[config.mk]
export PLATFORM = sky130hd
export DESIGN_NAME = synth_offset_afc_control
export DESIGN_NICKNAME = d
export VERILOG_FILES = /design/src/design/synth_offset_afc_pkg.sv /design/src/design/synth_offset_afc_control.sv
export SDC_FILE = /design/constraint.sdc
export NUM_CORES = 1
export LEC_CHECK = 0
export ABC_AREA = 1
export BUFFER_PORTS_ARGS = -buffer_cell sky130_fd_sc_hd__buf_2
export CORE_ASPECT_RATIO = 1.1
export CORE_MARGIN = 4
export CORE_UTILIZATION = 52
export CTS_CLUSTER_DIAMETER = 50
export DETAILED_ROUTE_END_ITERATION = 12
export HOLD_SLACK_MARGIN = 0.1
export PLACE_DENSITY = 0.76
export SLEW_MARGIN = 15
export SYNTH_ARGS = -nofsm -noshare
export SYNTH_HDL_FRONTEND = slang
export SYNTH_SLANG_ARGS = --single-unit
[constraint.sdc]
create_clock -name i_clock -period 3.2 [get_ports i_clock]
set_input_delay 0.32 -clock i_clock [delete_from_list [all_inputs] [get_ports i_clock]]
set_output_delay 0.32 -clock i_clock [all_outputs]
set_load 0.1 [all_outputs]
[src/design/synth_offset_afc_pkg.sv]
// synth_offset_afc_pkg: register map, field positions, reset values and scale constants
// assumes an 8-bit register port driven by the device's SPI front end
package synth_offset_afc_pkg;

  // ==========================================================
  // register offsets
  localparam logic [6:0] ADDR_AFC_LOOP_CONTROL  = 7'h1D;
  localparam logic [6:0] ADDR_OPERATING_MODE    = 7'h07;
  localparam logic [6:0] ADDR_MOD_CONTROL_TWO   = 7'h71;
  localparam logic [6:0] ADDR_DEVIATION_LOW     = 7'h72;
  localparam logic [6:0] ADDR_OFFSET_LOW        = 7'h73;
  localparam logic [6:0] ADDR_OFFSET_HIGH       = 7'h74;
  localparam logic [6:0] ADDR_BAND_SELECT       = 7'h75;
  localparam logic [6:0] ADDR_HOP_CHANNEL       = 7'h79;
  localparam logic [6:0] ADDR_HOP_STEP          = 7'h7A;
  localparam logic [6:0] ADDR_RECEIVE_FIFO_PORT = 7'h7F;

  // ==========================================================
  // reset values
  localparam logic [7:0] RST_AFC_LOOP_CONTROL = 8'h40;
  localparam logic [7:0] RST_MOD_CONTROL_TWO  = 8'h00;
  localparam logic [7:0] RST_DEVIATION_LOW    = 8'h43;
  localparam logic [7:0] RST_OFFSET           = 8'h00;
  localparam logic [7:0] RST_BAND_SELECT      = 8'h35;
  localparam logic [7:0] RST_OPERATING_MODE   = 8'h01;

  // ==========================================================
  // field positions
  localparam int AFC_RANGE_HALVE_BIT  = 7;
  localparam int AFC_ENABLE_BIT       = 6;
  localparam int DEVIATION_MSB_BIT    = 2;
  localparam int HIGH_BAND_SELECT_BIT = 5;
  localparam int RECEIVE_ON_BIT       = 2;
  localparam int TRANSMIT_ON_BIT      = 3;
  localparam int MODULATION_TYPE_LSB  = 0;
  localparam logic [1:0] MOD_TYPE_UNMODULATED = 2'h0;

  // ==========================================================
  // scale figures: steps in millihertz, ranges in kilohertz
  localparam int DEVIATION_STEP_MHZ  = 625000;
  localparam int OFFSET_STEP_MHZ     = 156250;
  localparam int DEVIATION_MIN_KHZ   = 1;
  localparam int DEVIATION_MAX_KHZ   = 320;
  localparam int OFFSET_RANGE_HB_KHZ = 160;
  localparam int OFFSET_RANGE_LB_KHZ = 80;

  // ==========================================================
  // widths
  localparam int DEVIATION_WIDTH = 9;
  localparam int OFFSET_WIDTH    = 10;

  typedef enum logic [1:0]
  {
    RADIO_IDLE = 2'b00,
    RADIO_TUNE = 2'b01,
    RADIO_TX   = 2'b10,
    RADIO_RX   = 2'b11
  } radio_state_type;

  typedef struct packed
  {
    logic       write;
    logic       read;
    logic [6:0] addr;
    logic [7:0] wdata;
  } reg_request_type;

  typedef struct packed
  {
    logic preamble_detect;
    logic packet_end;
    logic packet_valid;
    logic packet_error;
  } modem_event_type;

endpackage

[src/design/synth_offset_afc_control.sv]
// synth_offset_afc_control: frequency correction control for the fractional-N synthesizer
// assumes register requests and modem events arrive synchronous to i_clock
//
// What this block does
// hop channel or step write in transmit sends the state machine back to tune
// peak deviation is the nine-bit deviation code times 625 Hz, any band
// deviation range spans plus or minus 1 kHz up to 320 kHz
// deviation MSB lives in 71h bit 2, low eight bits in 72h
// modulation can be switched off for a plain carrier at channel center
// with correction off the ten-bit offset code is signed two's complement
// offset equals code times 156.25 Hz times band factor, shifting the oscillator
// manual offset range is 160 kHz high band, 80 kHz low band
// with correction on, offset reads return the loop's current value
// host reads loop offset only after preamble or sync detect
// the loop retunes the PLL and freezes once preamble is detected
// in multi-packet reception the loop resets at every packet end
// loop resets when correction exceeds twice deviation high band, once low band
// the range halve bit halves the drift limit for that reset
// enable bit selects loop or manual offset; on after reset
// the far transmitter sends a preamble long enough for the loop
// in FIFO mode received data is read from register 7Fh
// FIFO mode leaves receive on packet valid, receive_on cleared only then
// CRC, header or sync errors raise an event but receive continues
// high band select picks high band at one, low band at zero
// the nine-bit deviation code changes as one value after both writes
`timescale 1ns/1ps
module synth_offset_afc_control
  import synth_offset_afc_pkg::*;
(
  // clock and reset
  input  wire logic                          i_clock,
  input  wire logic                          i_nrst,
  // register port
  input  wire reg_request_type               i_request,
  output logic [7:0]                         o_read_data,
  // modem side
  input  wire modem_event_type               i_event,
  input  wire logic                          i_multi_packet,
  input  wire logic                          i_fifo_mode,
  input  wire logic signed [OFFSET_WIDTH-1:0] i_afc_error,
  input  wire logic [7:0]                    i_fifo_data,
  output logic                               o_fifo_pop,
  // synthesizer side
  output logic signed [OFFSET_WIDTH-1:0]     o_lo_offset,
  output logic [DEVIATION_WIDTH-1:0]         o_deviation,
  output logic                               o_modulation_on,
  output logic                               o_high_band,
  output logic                               o_retune,
  output logic                               o_error_event,
  output radio_state_type                    o_state
);

  // ==========================================================
  // registers
  logic [7:0]                         afc_ctrl_q;
  logic [7:0]                         mod_ctrl_q;
  logic [7:0]                         dev_low_q;
  logic [7:0]                         band_q;
  logic [7:0]                         opmode_q;
  // ten bits span the range
  logic [OFFSET_WIDTH-1:0]            manual_offset_q;
  logic signed [OFFSET_WIDTH-1:0]     afc_offset_q;
  logic                               afc_frozen_q;
  // nine bits reach 320 kHz
  logic [DEVIATION_WIDTH-1:0]         deviation_q;
  logic                               dev_msb_pend_q;
  logic                               dev_low_pend_q;
  radio_state_type                    state_q;

  logic                               wr;
  logic                               afc_on;
  logic                               hop_write;
  logic [OFFSET_WIDTH+1:0]            drift_limit;
  logic signed [OFFSET_WIDTH:0]       afc_next;
  logic [OFFSET_WIDTH:0]              afc_mag;
  logic                               drift_reset;

  function automatic logic [OFFSET_WIDTH:0] magnitude(input logic signed [OFFSET_WIDTH:0] v);
    magnitude = v[OFFSET_WIDTH] ? (OFFSET_WIDTH+1)'(0) - v : v;
  endfunction

  assign wr        = i_request.write;
  assign afc_on    = afc_ctrl_q[AFC_ENABLE_BIT];
  assign hop_write = wr && (i_request.addr == ADDR_HOP_CHANNEL || i_request.addr == ADDR_HOP_STEP);

  // ==========================================================
  // configuration registers
  // enable bit reset
  always_ff @(posedge i_clock)
  begin
    if (!i_nrst)
    begin
      afc_ctrl_q <= RST_AFC_LOOP_CONTROL;
      mod_ctrl_q <= RST_MOD_CONTROL_TWO;
      dev_low_q  <= RST_DEVIATION_LOW;
      band_q     <= RST_BAND_SELECT;
      manual_offset_q <= {RST_OFFSET[1:0], RST_OFFSET};
    end
    else if (wr)
    begin
      case (i_request.addr)
        ADDR_AFC_LOOP_CONTROL: afc_ctrl_q <= i_request.wdata;
        // deviation MSB register
        ADDR_MOD_CONTROL_TWO:  mod_ctrl_q <= i_request.wdata;
        ADDR_DEVIATION_LOW:    dev_low_q  <= i_request.wdata;
        ADDR_BAND_SELECT:      band_q     <= i_request.wdata;
        // signed offset low and high
        ADDR_OFFSET_LOW:       manual_offset_q[7:0] <= i_request.wdata;
        ADDR_OFFSET_HIGH:      manual_offset_q[9:8] <= i_request.wdata[1:0];
        default:               manual_offset_q <= manual_offset_q;
      endcase
    end
  end

  // ==========================================================
  // deviation: both halves must land before the code changes,
  // so a half-written retune never modulates with a mixed value
  // atomic deviation update
  always_ff @(posedge i_clock)
  begin
    if (!i_nrst)
    begin
      deviation_q    <= {RST_MOD_CONTROL_TWO[DEVIATION_MSB_BIT], RST_DEVIATION_LOW};
      dev_msb_pend_q <= 1'b0;
      dev_low_pend_q <= 1'b0;
    end
    else
    begin
      if ((dev_msb_pend_q || (wr && i_request.addr == ADDR_MOD_CONTROL_TWO)) &&
          (dev_low_pend_q || (wr && i_request.addr == ADDR_DEVIATION_LOW)))
      begin
        // nine-bit assembly
        deviation_q <= {(wr && i_request.addr == ADDR_MOD_CONTROL_TWO) ?
                          i_request.wdata[DEVIATION_MSB_BIT] : mod_ctrl_q[DEVIATION_MSB_BIT],
                        (wr && i_request.addr == ADDR_DEVIATION_LOW) ? i_request.wdata : dev_low_q};
        dev_msb_pend_q <= 1'b0;
        dev_low_pend_q <= 1'b0;
      end
      else
      begin
        if (wr && i_request.addr == ADDR_MOD_CONTROL_TWO)
          dev_msb_pend_q <= 1'b1;
        if (wr && i_request.addr == ADDR_DEVIATION_LOW)
          dev_low_pend_q <= 1'b1;
      end
    end
  end

  // ==========================================================
  // drift limit in offset steps: deviation step is 4 offset steps,
  // high band offset step doubles so limit 2x dev equals 4*dev steps either band
  // drift limit
  // range halve
  always_comb
  begin
    drift_limit = {1'b0, deviation_q, 2'b00} >> afc_ctrl_q[AFC_RANGE_HALVE_BIT];
  end

  assign afc_next    = {afc_offset_q[OFFSET_WIDTH-1], afc_offset_q} + {i_afc_error[OFFSET_WIDTH-1], i_afc_error};
  assign afc_mag     = magnitude(afc_next);
  // a sum outside ten bits would wrap to the other sign, so it resets as well
  assign drift_reset = ({1'b0, afc_mag} > drift_limit) || (afc_next[OFFSET_WIDTH] != afc_next[OFFSET_WIDTH-1]);

  // ==========================================================
  // correction loop
  always_ff @(posedge i_clock)
  begin
    if (!i_nrst)
    begin
      afc_offset_q <= '0;
      afc_frozen_q <= 1'b0;
    end
    // per packet reset
    else if (!afc_on || (i_multi_packet && i_event.packet_end) || state_q != RADIO_RX)
    begin
      afc_offset_q <= '0;
      afc_frozen_q <= 1'b0;
    end
    // freeze on preamble
    // stable for host read
    else if (i_event.preamble_detect)
      afc_frozen_q <= 1'b1;
    else if (!afc_frozen_q)
    begin
      // drift reset
      if (drift_reset)
        afc_offset_q <= '0;
      else
        afc_offset_q <= afc_next[OFFSET_WIDTH-1:0];
    end
  end

  // ==========================================================
  // radio state machine
  always_ff @(posedge i_clock)
  begin
    if (!i_nrst)
    begin
      state_q  <= RADIO_IDLE;
      opmode_q <= RST_OPERATING_MODE;
      o_retune <= 1'b0;
    end
    else
    begin
      o_retune <= 1'b0;
      if (wr && i_request.addr == ADDR_OPERATING_MODE)
        opmode_q <= i_request.wdata;
      case (state_q)
        RADIO_IDLE:
        begin
          if (opmode_q[RECEIVE_ON_BIT] || opmode_q[TRANSMIT_ON_BIT])
            state_q <= RADIO_TUNE;
        end
        RADIO_TUNE:
        begin
          if (opmode_q[RECEIVE_ON_BIT])
            state_q <= RADIO_RX;
          else if (opmode_q[TRANSMIT_ON_BIT])
            state_q <= RADIO_TX;
          else
            state_q <= RADIO_IDLE;
        end
        RADIO_TX:
        begin
          // hop retune
          if (hop_write)
          begin
            state_q  <= RADIO_TUNE;
            o_retune <= 1'b1;
          end
          else if (!opmode_q[TRANSMIT_ON_BIT])
            state_q <= RADIO_IDLE;
        end
        RADIO_RX:
        begin
          // exit on packet valid
          if (i_fifo_mode && i_event.packet_valid)
          begin
            state_q <= RADIO_IDLE;
            if (!(wr && i_request.addr == ADDR_OPERATING_MODE))
              opmode_q[RECEIVE_ON_BIT] <= 1'b0;
          end
          else if (hop_write)
          begin
            state_q  <= RADIO_TUNE;
            o_retune <= 1'b1;
          end
        end
        default: state_q <= RADIO_IDLE;
      endcase
    end
  end

  // ==========================================================
  // outputs and readback
  always_ff @(posedge i_clock)
  begin
    if (!i_nrst)
    begin
      o_read_data     <= 8'h00;
      o_fifo_pop      <= 1'b0;
      o_lo_offset     <= '0;
      o_deviation     <= '0;
      o_modulation_on <= 1'b0;
      o_high_band     <= 1'b0;
      o_error_event   <= 1'b0;
      o_state         <= RADIO_IDLE;
    end
    else
    begin
      // offset shifts the LO
      // source select
      o_lo_offset     <= afc_on ? afc_offset_q : manual_offset_q;
      // deviation code out
      o_deviation     <= deviation_q;
      // modulation off
      o_modulation_on <= mod_ctrl_q[MODULATION_TYPE_LSB+:2] != MOD_TYPE_UNMODULATED;
      // band select
      o_high_band     <= band_q[HIGH_BAND_SELECT_BIT];
      // error flags only
      o_error_event   <= i_event.packet_error;
      o_state         <= state_q;
      o_fifo_pop      <= 1'b0;
      o_read_data     <= 8'h00;
      if (i_request.read)
      begin
        case (i_request.addr)
          ADDR_AFC_LOOP_CONTROL: o_read_data <= afc_ctrl_q;
          ADDR_OPERATING_MODE:   o_read_data <= opmode_q;
          ADDR_MOD_CONTROL_TWO:  o_read_data <= mod_ctrl_q;
          ADDR_DEVIATION_LOW:    o_read_data <= dev_low_q;
          ADDR_BAND_SELECT:      o_read_data <= band_q;
          // loop offset readback
          ADDR_OFFSET_LOW:  o_read_data <= afc_on ? afc_offset_q[7:0] : manual_offset_q[7:0];
          ADDR_OFFSET_HIGH: o_read_data <= {6'h00, afc_on ? afc_offset_q[9:8] : manual_offset_q[9:8]};
          // fifo port
          ADDR_RECEIVE_FIFO_PORT:
          begin
            o_read_data <= i_fifo_data;
            o_fifo_pop  <= i_fifo_mode;
          end
          default: o_read_data <= 8'h00;
        endcase
      end
    end
  end
endmodule // synth_offset_afc_control

=== Word-level counts from Yosys, hierarchy flattened ===
Index checks and enable logic that the tools add are counted.

* Flip-flop bits (word level): 108
* Bits in latches: 0
* Bits in writable memories: 0
* Memory bits (read-only): 0
* Bits of input ports: 43
* Output and inout port bits: 34
* Word-level logic and storage cells: 100
* Memories: 0

* $add $sub $neg: 2
* $mul: 0
* Divide/modulo/power cells: 0
* Magnitude comparators: 1
* Equal/unequal tests: 18
* Shift operators: 1
* Mux-type cells: 23
* Bitwise operators: 3
* Reduce and logical (&&, ||, !) cells: 29

{| class="wikitable"
|+ Operators by type and width
! cell !! count
|-
| case mux 8 bit (8 select lines) || 1
|-
| == test 7 bit, second input constant || 8
|-
| two-way mux 10 bit || 2
|-
| two-way mux 2 bit || 8
|-
| two-way mux 8 bit || 2
|-
| AND reduction 2 bit || 8
|-
| greater-than comparator 11 x 12 -> 1 bit || 1
|-
| >> shifter 11 x 1 -> 12 bit || 1
|-
| adder 10 x 10 -> 11 bit || 1
|-
| two-way mux 11 bit || 1
|-
| subtractor 1 x 11 -> 11 bit, first input constant || 1
|-
| case mux 2 bit (4 select lines) || 1
|-
| == test 7 x 3 -> 1 bit, second input constant || 1
|-
| == test 7 x 5 -> 1 bit, second input constant || 1
|-
| logical AND 1 bit || 7
|-
| logical OR 1 bit || 7
|-
| two-way mux 1 bit || 6
|-
| inequality test 3 bit, second input constant || 2
|-
| AND reduction 3 bit || 2
|-
| == test 2 bit, second input constant || 2
|-
| inequality test 2 bit, second input constant || 2
|-
| OR reduction 2 bit || 2
|-
| two-way mux 3 bit || 1
|-
| NOT 1 bit || 3
|-
| other kinds (6) || 6
|}

=== Longest topological paths before layout ===
Gate-level depths: netlist of the first run.

* Word-level depth: 6
* Gate-level depth with buffers: 23
* Mapped depth without buffers: 23

=== Least setup slack after synthesis of the first run ===
OpenSTA, ideal clock, no wires.

* Kind: register to register
* Start point: reg afc_offset_q[0]
* End point: reg afc_offset_q[0]
* Library setup time: 0.115 ns
* Data arrival time: 2.870 ns
* Data required time: 3.085 ns
* Path slack: 0.215 ns
* Stages on the path, launching flop included: 24
* Path buffers: 0
* Clock period less this slack: 2.985 ns
* Cells stage by stage: dfxtp_1 -> ha_1 -> inv_1 -> fa_1 -> inv_1 -> nand2_1 -> nand2_1 -> nand3_1 -> nand2_2 -> nand2_1 -> nor2_1 -> nand3_2 -> nor2_2 -> nor2_1 -> nand2_1 -> nand2_1 -> ha_1 -> nand3_1 -> nor3_1 -> nand2_1 -> nand3_1 -> nand2_1 -> nand4_1 -> nand2_1

* Word-level cells in the longest chain between the ends: 6
* Elaborated cells on any way between the ends: 7

{| class="wikitable"
|+ Ends and longest elaborated chain
! element !! RTL line !! source
|-
| start, declared || synth_offset_afc_control.sv:62 || <nowiki>logic signed [OFFSET_WIDTH-1:0] afc_offset_q;</nowiki>
|-
| start signal, assigned || synth_offset_afc_control.sv:189 || <nowiki>afc_offset_q <= afc_next[OFFSET_WIDTH-1:0];</nowiki>
|-
| adder 10 x 10 -> 11 bit * || synth_offset_afc_control.sv:159 || <nowiki>assign afc_next = {afc_offset_q[OFFSET_WIDTH-1], afc_offset_q} + {i_afc_error[OFFSET_WIDTH-1], i_afc_error};</nowiki>
|-
| subtractor 1 x 11 -> 11 bit || synth_offset_afc_control.sv:79 || <nowiki>magnitude = v[OFFSET_WIDTH] ? (OFFSET_WIDTH+1)'(0) - v : v;</nowiki>
|-
| two-way mux 11 bit || synth_offset_afc_control.sv:79 ||
|-
| greater-than comparator 11 x 12 -> 1 bit || synth_offset_afc_control.sv:162 || <nowiki>assign drift_reset = ({1'b0, afc_mag} > drift_limit) || (afc_next[OFFSET_WIDTH] != afc_next[OFFSET_WIDTH-1]);</nowiki>
|-
| logical OR 1 bit || synth_offset_afc_control.sv:162 ||
|-
| two-way mux 10 bit * || synth_offset_afc_control.sv:186 || <nowiki>if (drift_reset)</nowiki>
|}

Every way passes the cells marked *; elsewhere a longest branch is shown, timed or not.
A chain may end at the register's enable or synchronous reset.

=== Worst setup path after layout of the first run ===
* Start point: reg afc_offset_q[0]
* End point: reg afc_offset_q[1]

Same word-level chain as after synthesis.

==> results of run 1 <==
-- worst min-delay path by stage --
stage	start	endpoint	slack, ns	depth (start not counted)
2_1_floorplan	deviation_q[5]$_SDFFE_PN0P_	o_deviation[5]$_SDFF_PN0_	0.42	2
3_3_place_gp	band_q[2]$_SDFFE_PN1P_	band_q[2]$_SDFFE_PN1P_	0.44	2
3_5_place_dp	band_q[2]$_SDFFE_PN1P_	band_q[2]$_SDFFE_PN1P_	0.44	2
4_1_cts	i_event[0]	o_error_event$_SDFF_PN0_	0.21	3
5_1_grt	i_event[0]	o_error_event$_SDFF_PN0_	0.22	3
6_report	i_event[0]	o_error_event$_SDFF_PN0_	0.23	3
-- placed cells by master (no fill, tap or decap), drive strengths merged --
master,instances
o21bai,2
xor2,4
ha,21
inv,131
a22o,1
clkinv,3
a31oi,5
nand3,48
nand2,202
nand4,18
o211ai,11
nand3b,2
fa,1
dfxtp,108
a211oi,2
nor3,8
a21o,1
o21a,2
buf,100
o31ai,1
or2,1
bufinv,2
xnor2,2
clkbuf,11
mux2i,9
o21ai,61
o22ai,12
a21oi,51
nor3b,1
nor2,60
-- flip-flops by register name, indices dropped and copies added, names as in the netlist --
register,cells
o_read_data,8
o_modulation_on,1
opmode_q,8
o_state,2
o_deviation,9
afc_ctrl_q,8
o_error_event,1
deviation_q,9
o_fifo_pop,1
afc_frozen_q,1
dev_low_pend_q,1
state_q,2
manual_offset_q,10
o_lo_offset,10
mod_ctrl_q,8
band_q,8
dev_low_q,8
o_retune,1
o_high_band,1
afc_offset_q,10
dev_msb_pend_q,1
-- what timing repair did --
item / CTS / global route
gates resized for setup: 2 / 38
gates cloned: 0 / 1
setup buffers: 0 / 3
pin swaps: 0 / 28
setup endpoints to repair: 10 / 10
hold buffers: 0 / 0
-- worst max-delay path: cells and delay by family (launching register included) --
kind,cells,cell delay [ns]
XOR/XNOR,1,0.23
adder cells (fa/ha/maj),3,0.75
AND/OR/NAND/NOR,15,1.54
flip-flops,1,0.37
buffers and inverters,2,0.11
-- metal layers --
layer,GRT usage,wire [um],up-vias,part of all wire
li1,-,-,2723,-
met1,0.294,6270,2312,0.44
met2,0.380,6800,172,0.48
met3,0.0368,897,22,0.063
met4,0.0844,331,0,0.023
met5,0,0,-,0
-- logic make-up after synthesis --
| kind of cell | Yosys count | share of synthesized area |
|---|---|---|
| DFF | 108 | 0.384 |
| adders and majority gates | 22 | 0.0503 |
| and+or+nand+nor | 339 | 0.280 |
| muxes | 9 | 0.0160 |
| xor gates and xnor gates | 6 | 0.00934 |
| buffers and inverters | 149 | 0.107 |
| AOI/OAI and AO/OA | 149 | 0.153 |
-- stage by stage --
step | std cells | instance area [um2] | setup TNS (ns) | setup slack [ns]
2_1_floorplan | 782 | 5630 | 0 | 0.215
3_3_place_gp | 1005 | 6240 | -0.255 | -0.0300
3_5_place_dp | 1005 | 6240 | -1.01 | -0.118
4_1_cts | 1020 | 6560 | 0 | 0.00559
5_1_grt | 1024 | 6780 | -0.752 | -0.0939
6_report | 1024 | 6780 | 0 | 0.0999
-- cell type report --
class | instances | area, um2
sequential | 108 | 2170
clock buffer | 11 | 243
clock inverter | 4 | 73.8
tap | 143 | 179
timing repair buffer | 100 | 561
fill | 948 | 3720
multi-input combinational | 526 | 3050
inverter | 132 | 500
-- power by group --
part	leakage (nW)	internal, mW	switching, mW
sequential	0.873	1.35	0.00479
combinational	2.40	0.101	0.206
clock	0.156	0.703	0.471
total	3.43	2.16	0.682
==> reports/qor.log, run 1 <==
[global_routing] Overall Global Routing Usage 0.226
[yosys] nets in the synthesized netlist 847
[clock_network] worst-case clock buffer depth 2
[global_routing] via count of the first global-routing pass 4745
[layout] diode count 0
[sta] worst hold-check slack 0.228 ns
[critical_path] Worst setup endpoint afc_offset_q[1]$_SDFFE_PP0P_
[floorplan] cell row count 39
[floorplan] initial core utilization 0.536
[yosys] portion of the post-synthesis area used by sequential elements 0.384
[route] number of DRC violations after detailed routing 0
[critical_path] required time at the endpoint of the critical path 3.44 ns
[route] mean number of vias per cell 5.11
[layout] nets@finish 942
[sta] total setup violations reported at the end of the flow 0
[route] Final Routed Wirelength 14.3 mm
[yosys] Most used DFF post-synth sky130_fd_sc_hd__dfxtp_1
[route] number of DRC markers after the initial detailed-route iteration 302
[global_routing] GR Overflow Total 0
[critical_path] critical path's largest stage delay 0.39 ns
[critical_path] master of the slowest instance on the critical path sky130_fd_sc_hd__fa_2
[yosys] most area-hungry cell type in the Yosys netlist sky130_fd_sc_hd__dfxtp_1
[run_status] result of the run completed
[sta] Fin Clk Skew 0.00721 ns
[floorplan] Core ar. 0.0105 mm2
[layout] final design utilization 0.646
[layout] Area Growth Syn to Fin 20.4%
[clock_network] H-tree levels 3
[power_and_ir_drop] ratio of total power to cell area 419 mW/mm2
[critical_path] cell-by-cell trace of the critical path ha_4 -> inv_2 -> fa_2 -> inv_2 -> nand2_2 -> nand2_2 -> nand3_2 -> nand2_2 -> nand2_2 -> nor2_4 -> nand3_2 -> nand2_1 -> xor2_1 -> ha_1 -> nand2_1 -> nor3_4 -> nand2_2 -> nand3_4 -> nand2_4 -> nand4_1 -> nand2_1
[power_and_ir_drop] maximum VDD drop 328 uV
[yosys] proportion of netlist area held by the largest area contributor 0.384
[flow_run] max-capacitance violation count 0
[yosys] number of instances in the synthesized netlist 782
[yosys] library cells used by synthesis 47
[power_and_ir_drop] total power draw 2.84 mW
[floorplan] overall die area 0.0126 mm2
[critical_path] Max FO, Critical Path 5
[clock_network] clock sink count 108
[clock_network] clock-pin slew reported for the worst setup and hold paths after clock tree synthesis 0.06 ns
[sta] final worst path period need 3.10 ns
[clock_network] CTS root buf sky130_fd_sc_hd__clkbuf_16
[sta] period utilisation layout 0.969
[yosys] cell area after synthesis 0.00563 mm2
[sta] Slew HR 0.537
[critical_path] WP data arrival 3.34 ns
[global_routing] pin count of the biggest net entering global routing 60
[sta] unrepaired setup endpoints after global routing yes
[clock_network] TritonCTS clock tree done
[worst_hold_path] type of the most critical hold path input pin to flop
[critical_path] Worst Setup Start Kind flop
[place] final weighted congestion in routability-driven placement 0.987
[place] placed wire-length estimate 10.5 mm
[yosys] average size of a mapped cell 7.20 um2
[critical_path] minimum setup slack among reg-to-reg paths 0.1 ns
[critical_path] R2R Path Start afc_offset_q[0]$_SDFFE_PP0P_
[route] detailed-router iteration count before antenna repair 5
[critical_path] CP startpoint afc_offset_q[0]$_SDFFE_PP0P_
[place] quantity of I/O buffers inserted on ports 76
[floorplan] Chip Height 117 um
[critical_path] type of destination of the critical path flop
[route] post-detailed-route wirelength per cell 14.0 um
[floorplan] DIE WIDTH 107 um
[floorplan] number of I/O pins 77
[yosys] fraction of registers with async set or reset after synthesis 0
[critical_path] FF-to-FF End afc_offset_q[1]$_SDFFE_PP0P_
[yosys] most numerous cell in the Yosys netlist sky130_fd_sc_hd__nand2_1
[yosys] top cells by area in the synthesized netlist sky130_fd_sc_hd__dfxtp_1 38%, sky130_fd_sc_hd__nand2_1 12%, sky130_fd_sc_hd__inv_1 7.9%
[clock_network] clock latency reported for the late side of the worst-skew pair 0.35 ns
[global_routing] number of antenna violations at the first check in global routing 0
[yosys] Commonest cells post-synth 186 x sky130_fd_sc_hd__nand2_1, 119 x sky130_fd_sc_hd__inv_1, 108 x sky130_fd_sc_hd__dfxtp_1
[sta] Worst Tran Pin Value 0.693 ns
[yosys] Yosys reg bits 108
[clock_network] number of buffers created by CTS 9
[critical_path] Crit path top cell by count sky130_fd_sc_hd__nand2_2
[route] antenna-violating nets left 0
[route] routed vias 5229
[yosys] EDFF count, synth 0
[global_routing] wire length of the first global-routing pass 22.6 mm
[sta] number of pins exceeding their max-slew limit in the final report 0
[power_and_ir_drop] standby leakage power 3.43 nW
[yosys] number of warnings issued by yosys 0
[layout] share of layout cells above drive strength 1 0.224
[critical_path] Worst Setup Path Type flop to flop
[critical_path] Worst Reg2Reg Path Length in Cells 21
[sta] maximum clock frequency 323 MHz
[sta] number of hold violations in the final report 0
Power figures use the tool's default switching activity.
==> run 2, diff against run 1 <==
Settings changed: RECOVER_POWER from default to 25.
==> run 2 against run 1 <==
Net effect: first-iteration DRC count decreased by 0.33%; sequential cell count stayed put; clock skew barely moved; final area down 1.1%; critical path type unchanged; core utilization down 0.70 points; worst hold slack improved by 0.0011 ns; count of clock-buffer cells in the layout stayed put; cell count is the same; total power shrank 0.24%.
==> reports/qor.log, run 2 (same netlist as run 1, synthesis figures left out) <==
[run_status] result of the run completed
[place] quantity of I/O buffers inserted on ports 76
[place] final weighted congestion in routability-driven placement 0.987
[route] antenna-violating nets left 0
[floorplan] DIE WIDTH 107 um
[global_routing] pin count of the biggest net entering global routing 60
[critical_path] critical path's largest stage delay 0.39 ns
[clock_network] Post-CTS Hold Fix Bufs 0
[power_and_ir_drop] maximum VDD drop 328 uV
[clock_network] CTS root buf sky130_fd_sc_hd__clkbuf_16
[sta] Worst Tran Pin Value 0.877 ns
[floorplan] number of I/O pins 77
[route] mean number of vias per cell 5.13
[floorplan] initial core utilization 0.536
[sta] period utilisation layout 0.971
[layout] Final Non-Filler Cells 1024
[clock_network] worst-case clock buffer depth 2
[global_routing] number of antenna violations at the first check in global routing 0
[route] routed vias 5248
[critical_path] CP Buf/Inv Count 2
[clock_network] clock-pin slew reported for the worst setup and hold paths after clock tree synthesis 0.06 ns
[floorplan] cell row count 39
[floorplan] overall die area 0.0126 mm2
[clock_network] H-tree levels 3
[critical_path] WP data arrival 3.35 ns
[layout] nets@finish 942
[sta] final worst path period need 3.11 ns
[power_and_ir_drop] ratio of total power to cell area 422 mW/mm2
[sta] maximum clock frequency 322 MHz
[route] post-detailed-route wirelength per cell 13.9 um
[sta] fin worst setup slack 0.0934 ns
[global_routing] via count of the first global-routing pass 4745
[layout] Area Growth Syn to Fin 19.1%
[critical_path] CP top delay family simple AND/OR/NAND/NOR gates
[place] placed wire-length estimate 10.5 mm
[sta] number of pins exceeding their max-slew limit in the final report 0
[sta] Fin Clk Skew 0.00740 ns
[critical_path] Worst Setup Start Kind flop
[route] detailed-router iteration count before antenna repair 5
[clock_network] TritonCTS clock tree done
[clock_network] number of buffers created by CTS 9
[route] Final Routed Wirelength 14.3 mm
[layout] share of layout cells above drive strength 1 0.209
[global_routing] global-route met3 utilization 0.0368
[critical_path] cell-by-cell trace of the critical path ha_4 -> inv_2 -> fa_2 -> inv_2 -> nand2_2 -> nand2_2 -> nand3_2 -> nand2_2 -> nand2_2 -> nor2_4 -> nand3_2 -> nand2_1 -> xor2_1 -> ha_1 -> nand2_1 -> nor3_4 -> nand2_2 -> nand3_4 -> nand2_4 -> nand4_1 -> nand2_1
[global_routing] met2 routing resource usage after global routing 0.380
[global_routing] Top Usage Layer GRT met2
[floorplan] Chip Height 117 um
[layout] leading cell type in the layout, fill and taps excluded sky130_fd_sc_hd__nand2_1
[sta] Slew HR 0.413
[critical_path] Max FO, Critical Path 5
[global_routing] wire length of the first global-routing pass 22.6 mm
[sta] total setup violations reported at the end of the flow 0
[critical_path] master of the slowest instance on the critical path sky130_fd_sc_hd__fa_2
[flow_run] max-capacitance violation count 0
[clock_network] clock latency reported for the late side of the worst-skew pair 0.35 ns
[place] number of cells after detailed placement 1005
[layout] diode count 0
[route] number of DRC violations after detailed routing 0
[critical_path] Worst Setup Path Type flop to flop
[global_routing] met1 Track Usage GR 0.294
[critical_path] minimum setup slack among reg-to-reg paths 0.09 ns
[layout] highest-count cells in the layout ignoring fill and taps 179 x sky130_fd_sc_hd__nand2_1, 117 x sky130_fd_sc_hd__inv_1, 107 x sky130_fd_sc_hd__dfxtp_1, 74 x sky130_fd_sc_hd__buf_2, 59 x sky130_fd_sc_hd__o21ai_0
[worst_hold_path] type of the most critical hold path input pin to flop
[critical_path] type of destination of the critical path flop
[clock_network] clock sink count 108
[sta] unrepaired setup endpoints after global routing yes
[critical_path] required time at the endpoint of the critical path 3.44 ns
[place] setup slack after placement -0.118 ns
[floorplan] Core ar. 0.0105 mm2
[global_routing] Overall Global Routing Usage 0.226
[global_routing] GR Overflow Total 0
[route] number of DRC markers after the initial detailed-route iteration 301
[critical_path] Crit path top cell by count sky130_fd_sc_hd__nand2_2
[layout] biggest regs afc_offset_q (10), manual_offset_q (10), o_lo_offset (10)
[power_and_ir_drop] standby leakage power 3.38 nW
[sta] number of hold violations in the final report 0
## run 2: cell types whose count changed in the layout (fill, tap and decap cells not counted), sizes merged
cell and delta:
buf -2, clkbuf +2, inv -1, clkinvlp +1
## run 2: stage by stage
| step | utilization | total power, mW | instance area, um2 | hold WS (ns) | TNS [ns] |
|---|---|---|---|---|---|
| global route | 0.639 | 2.93 | 6700 | 0.223 | -0.752 |
| finish | 0.639 | 2.83 | 6700 | 0.230 | 0 |
| detailed placement | 0.595 | 1.66 | 6240 | 0.443 | -1.01 |
| global placement | 0.595 | 1.66 | 6240 | 0.439 | -0.255 |
| floorplan | - | 1.57 | 5630 | 0.417 | 0 |
| CTS | 0.626 | 2.83 | 6560 | 0.209 | 0 |
## run 2: metal layers
metal | up-vias | part of all wire
li1 | 2715 | -
met1 | 2358 | 0.44
met2 | 156 | 0.48
met3 | 19 | 0.061
met4 | 0 | 0.021
met5 | - | 0
## run 2: worst paths after layout
kind	startpoint	end	cells after the start
setup / recovery	afc_offset_q[0]$_SDFFE_PP0P_	afc_offset_q[5]$_SDFFE_PP0P_	21
hold / removal	i_event[0]	o_error_event$_SDFF_PN0_	3
setup reg to reg	afc_offset_q[0]$_SDFFE_PP0P_	afc_offset_q[5]$_SDFFE_PP0P_	21
hold reg to reg	band_q[6]$_SDFFE_PN0P_	band_q[6]$_SDFFE_PN0P_	2
## run 2: worst min-delay path, stage by stage
cell and delay, ns:
sky130_fd_sc_hd__buf_2 0.11, sky130_fd_sc_hd__nand2_1 0.07, sky130_fd_sc_hd__inv_1 0.05
## run 2: cell type report
type | instances | area (um2)
Inverter | 132 | 497
Multi-Input combinational cell | 526 | 2990
Sequential cell | 108 | 2170
Clock buffer | 11 | 243
Clock inverter | 4 | 73.8
Fill cell | 966 | 3790
Timing Repair Buffer | 100 | 558
Tap cell | 143 | 179
## run 2: report_power, final
part	internal, mW	switching (mW)
registers	1.35	0.00477
logic	0.100	0.202
clock network	0.703	0.469
total	2.15	0.676
## run 2: repair_timing
| item | 4_1_cts | 5_1_grt |
|---|---|---|
| buffers inserted | 0 | 3 |
| gates cloned | 0 | 1 |
| endpoints found under the setup margin | 10 | 10 |
| pin swaps | 0 | 28 |
| resized for setup | 2 | 38 |
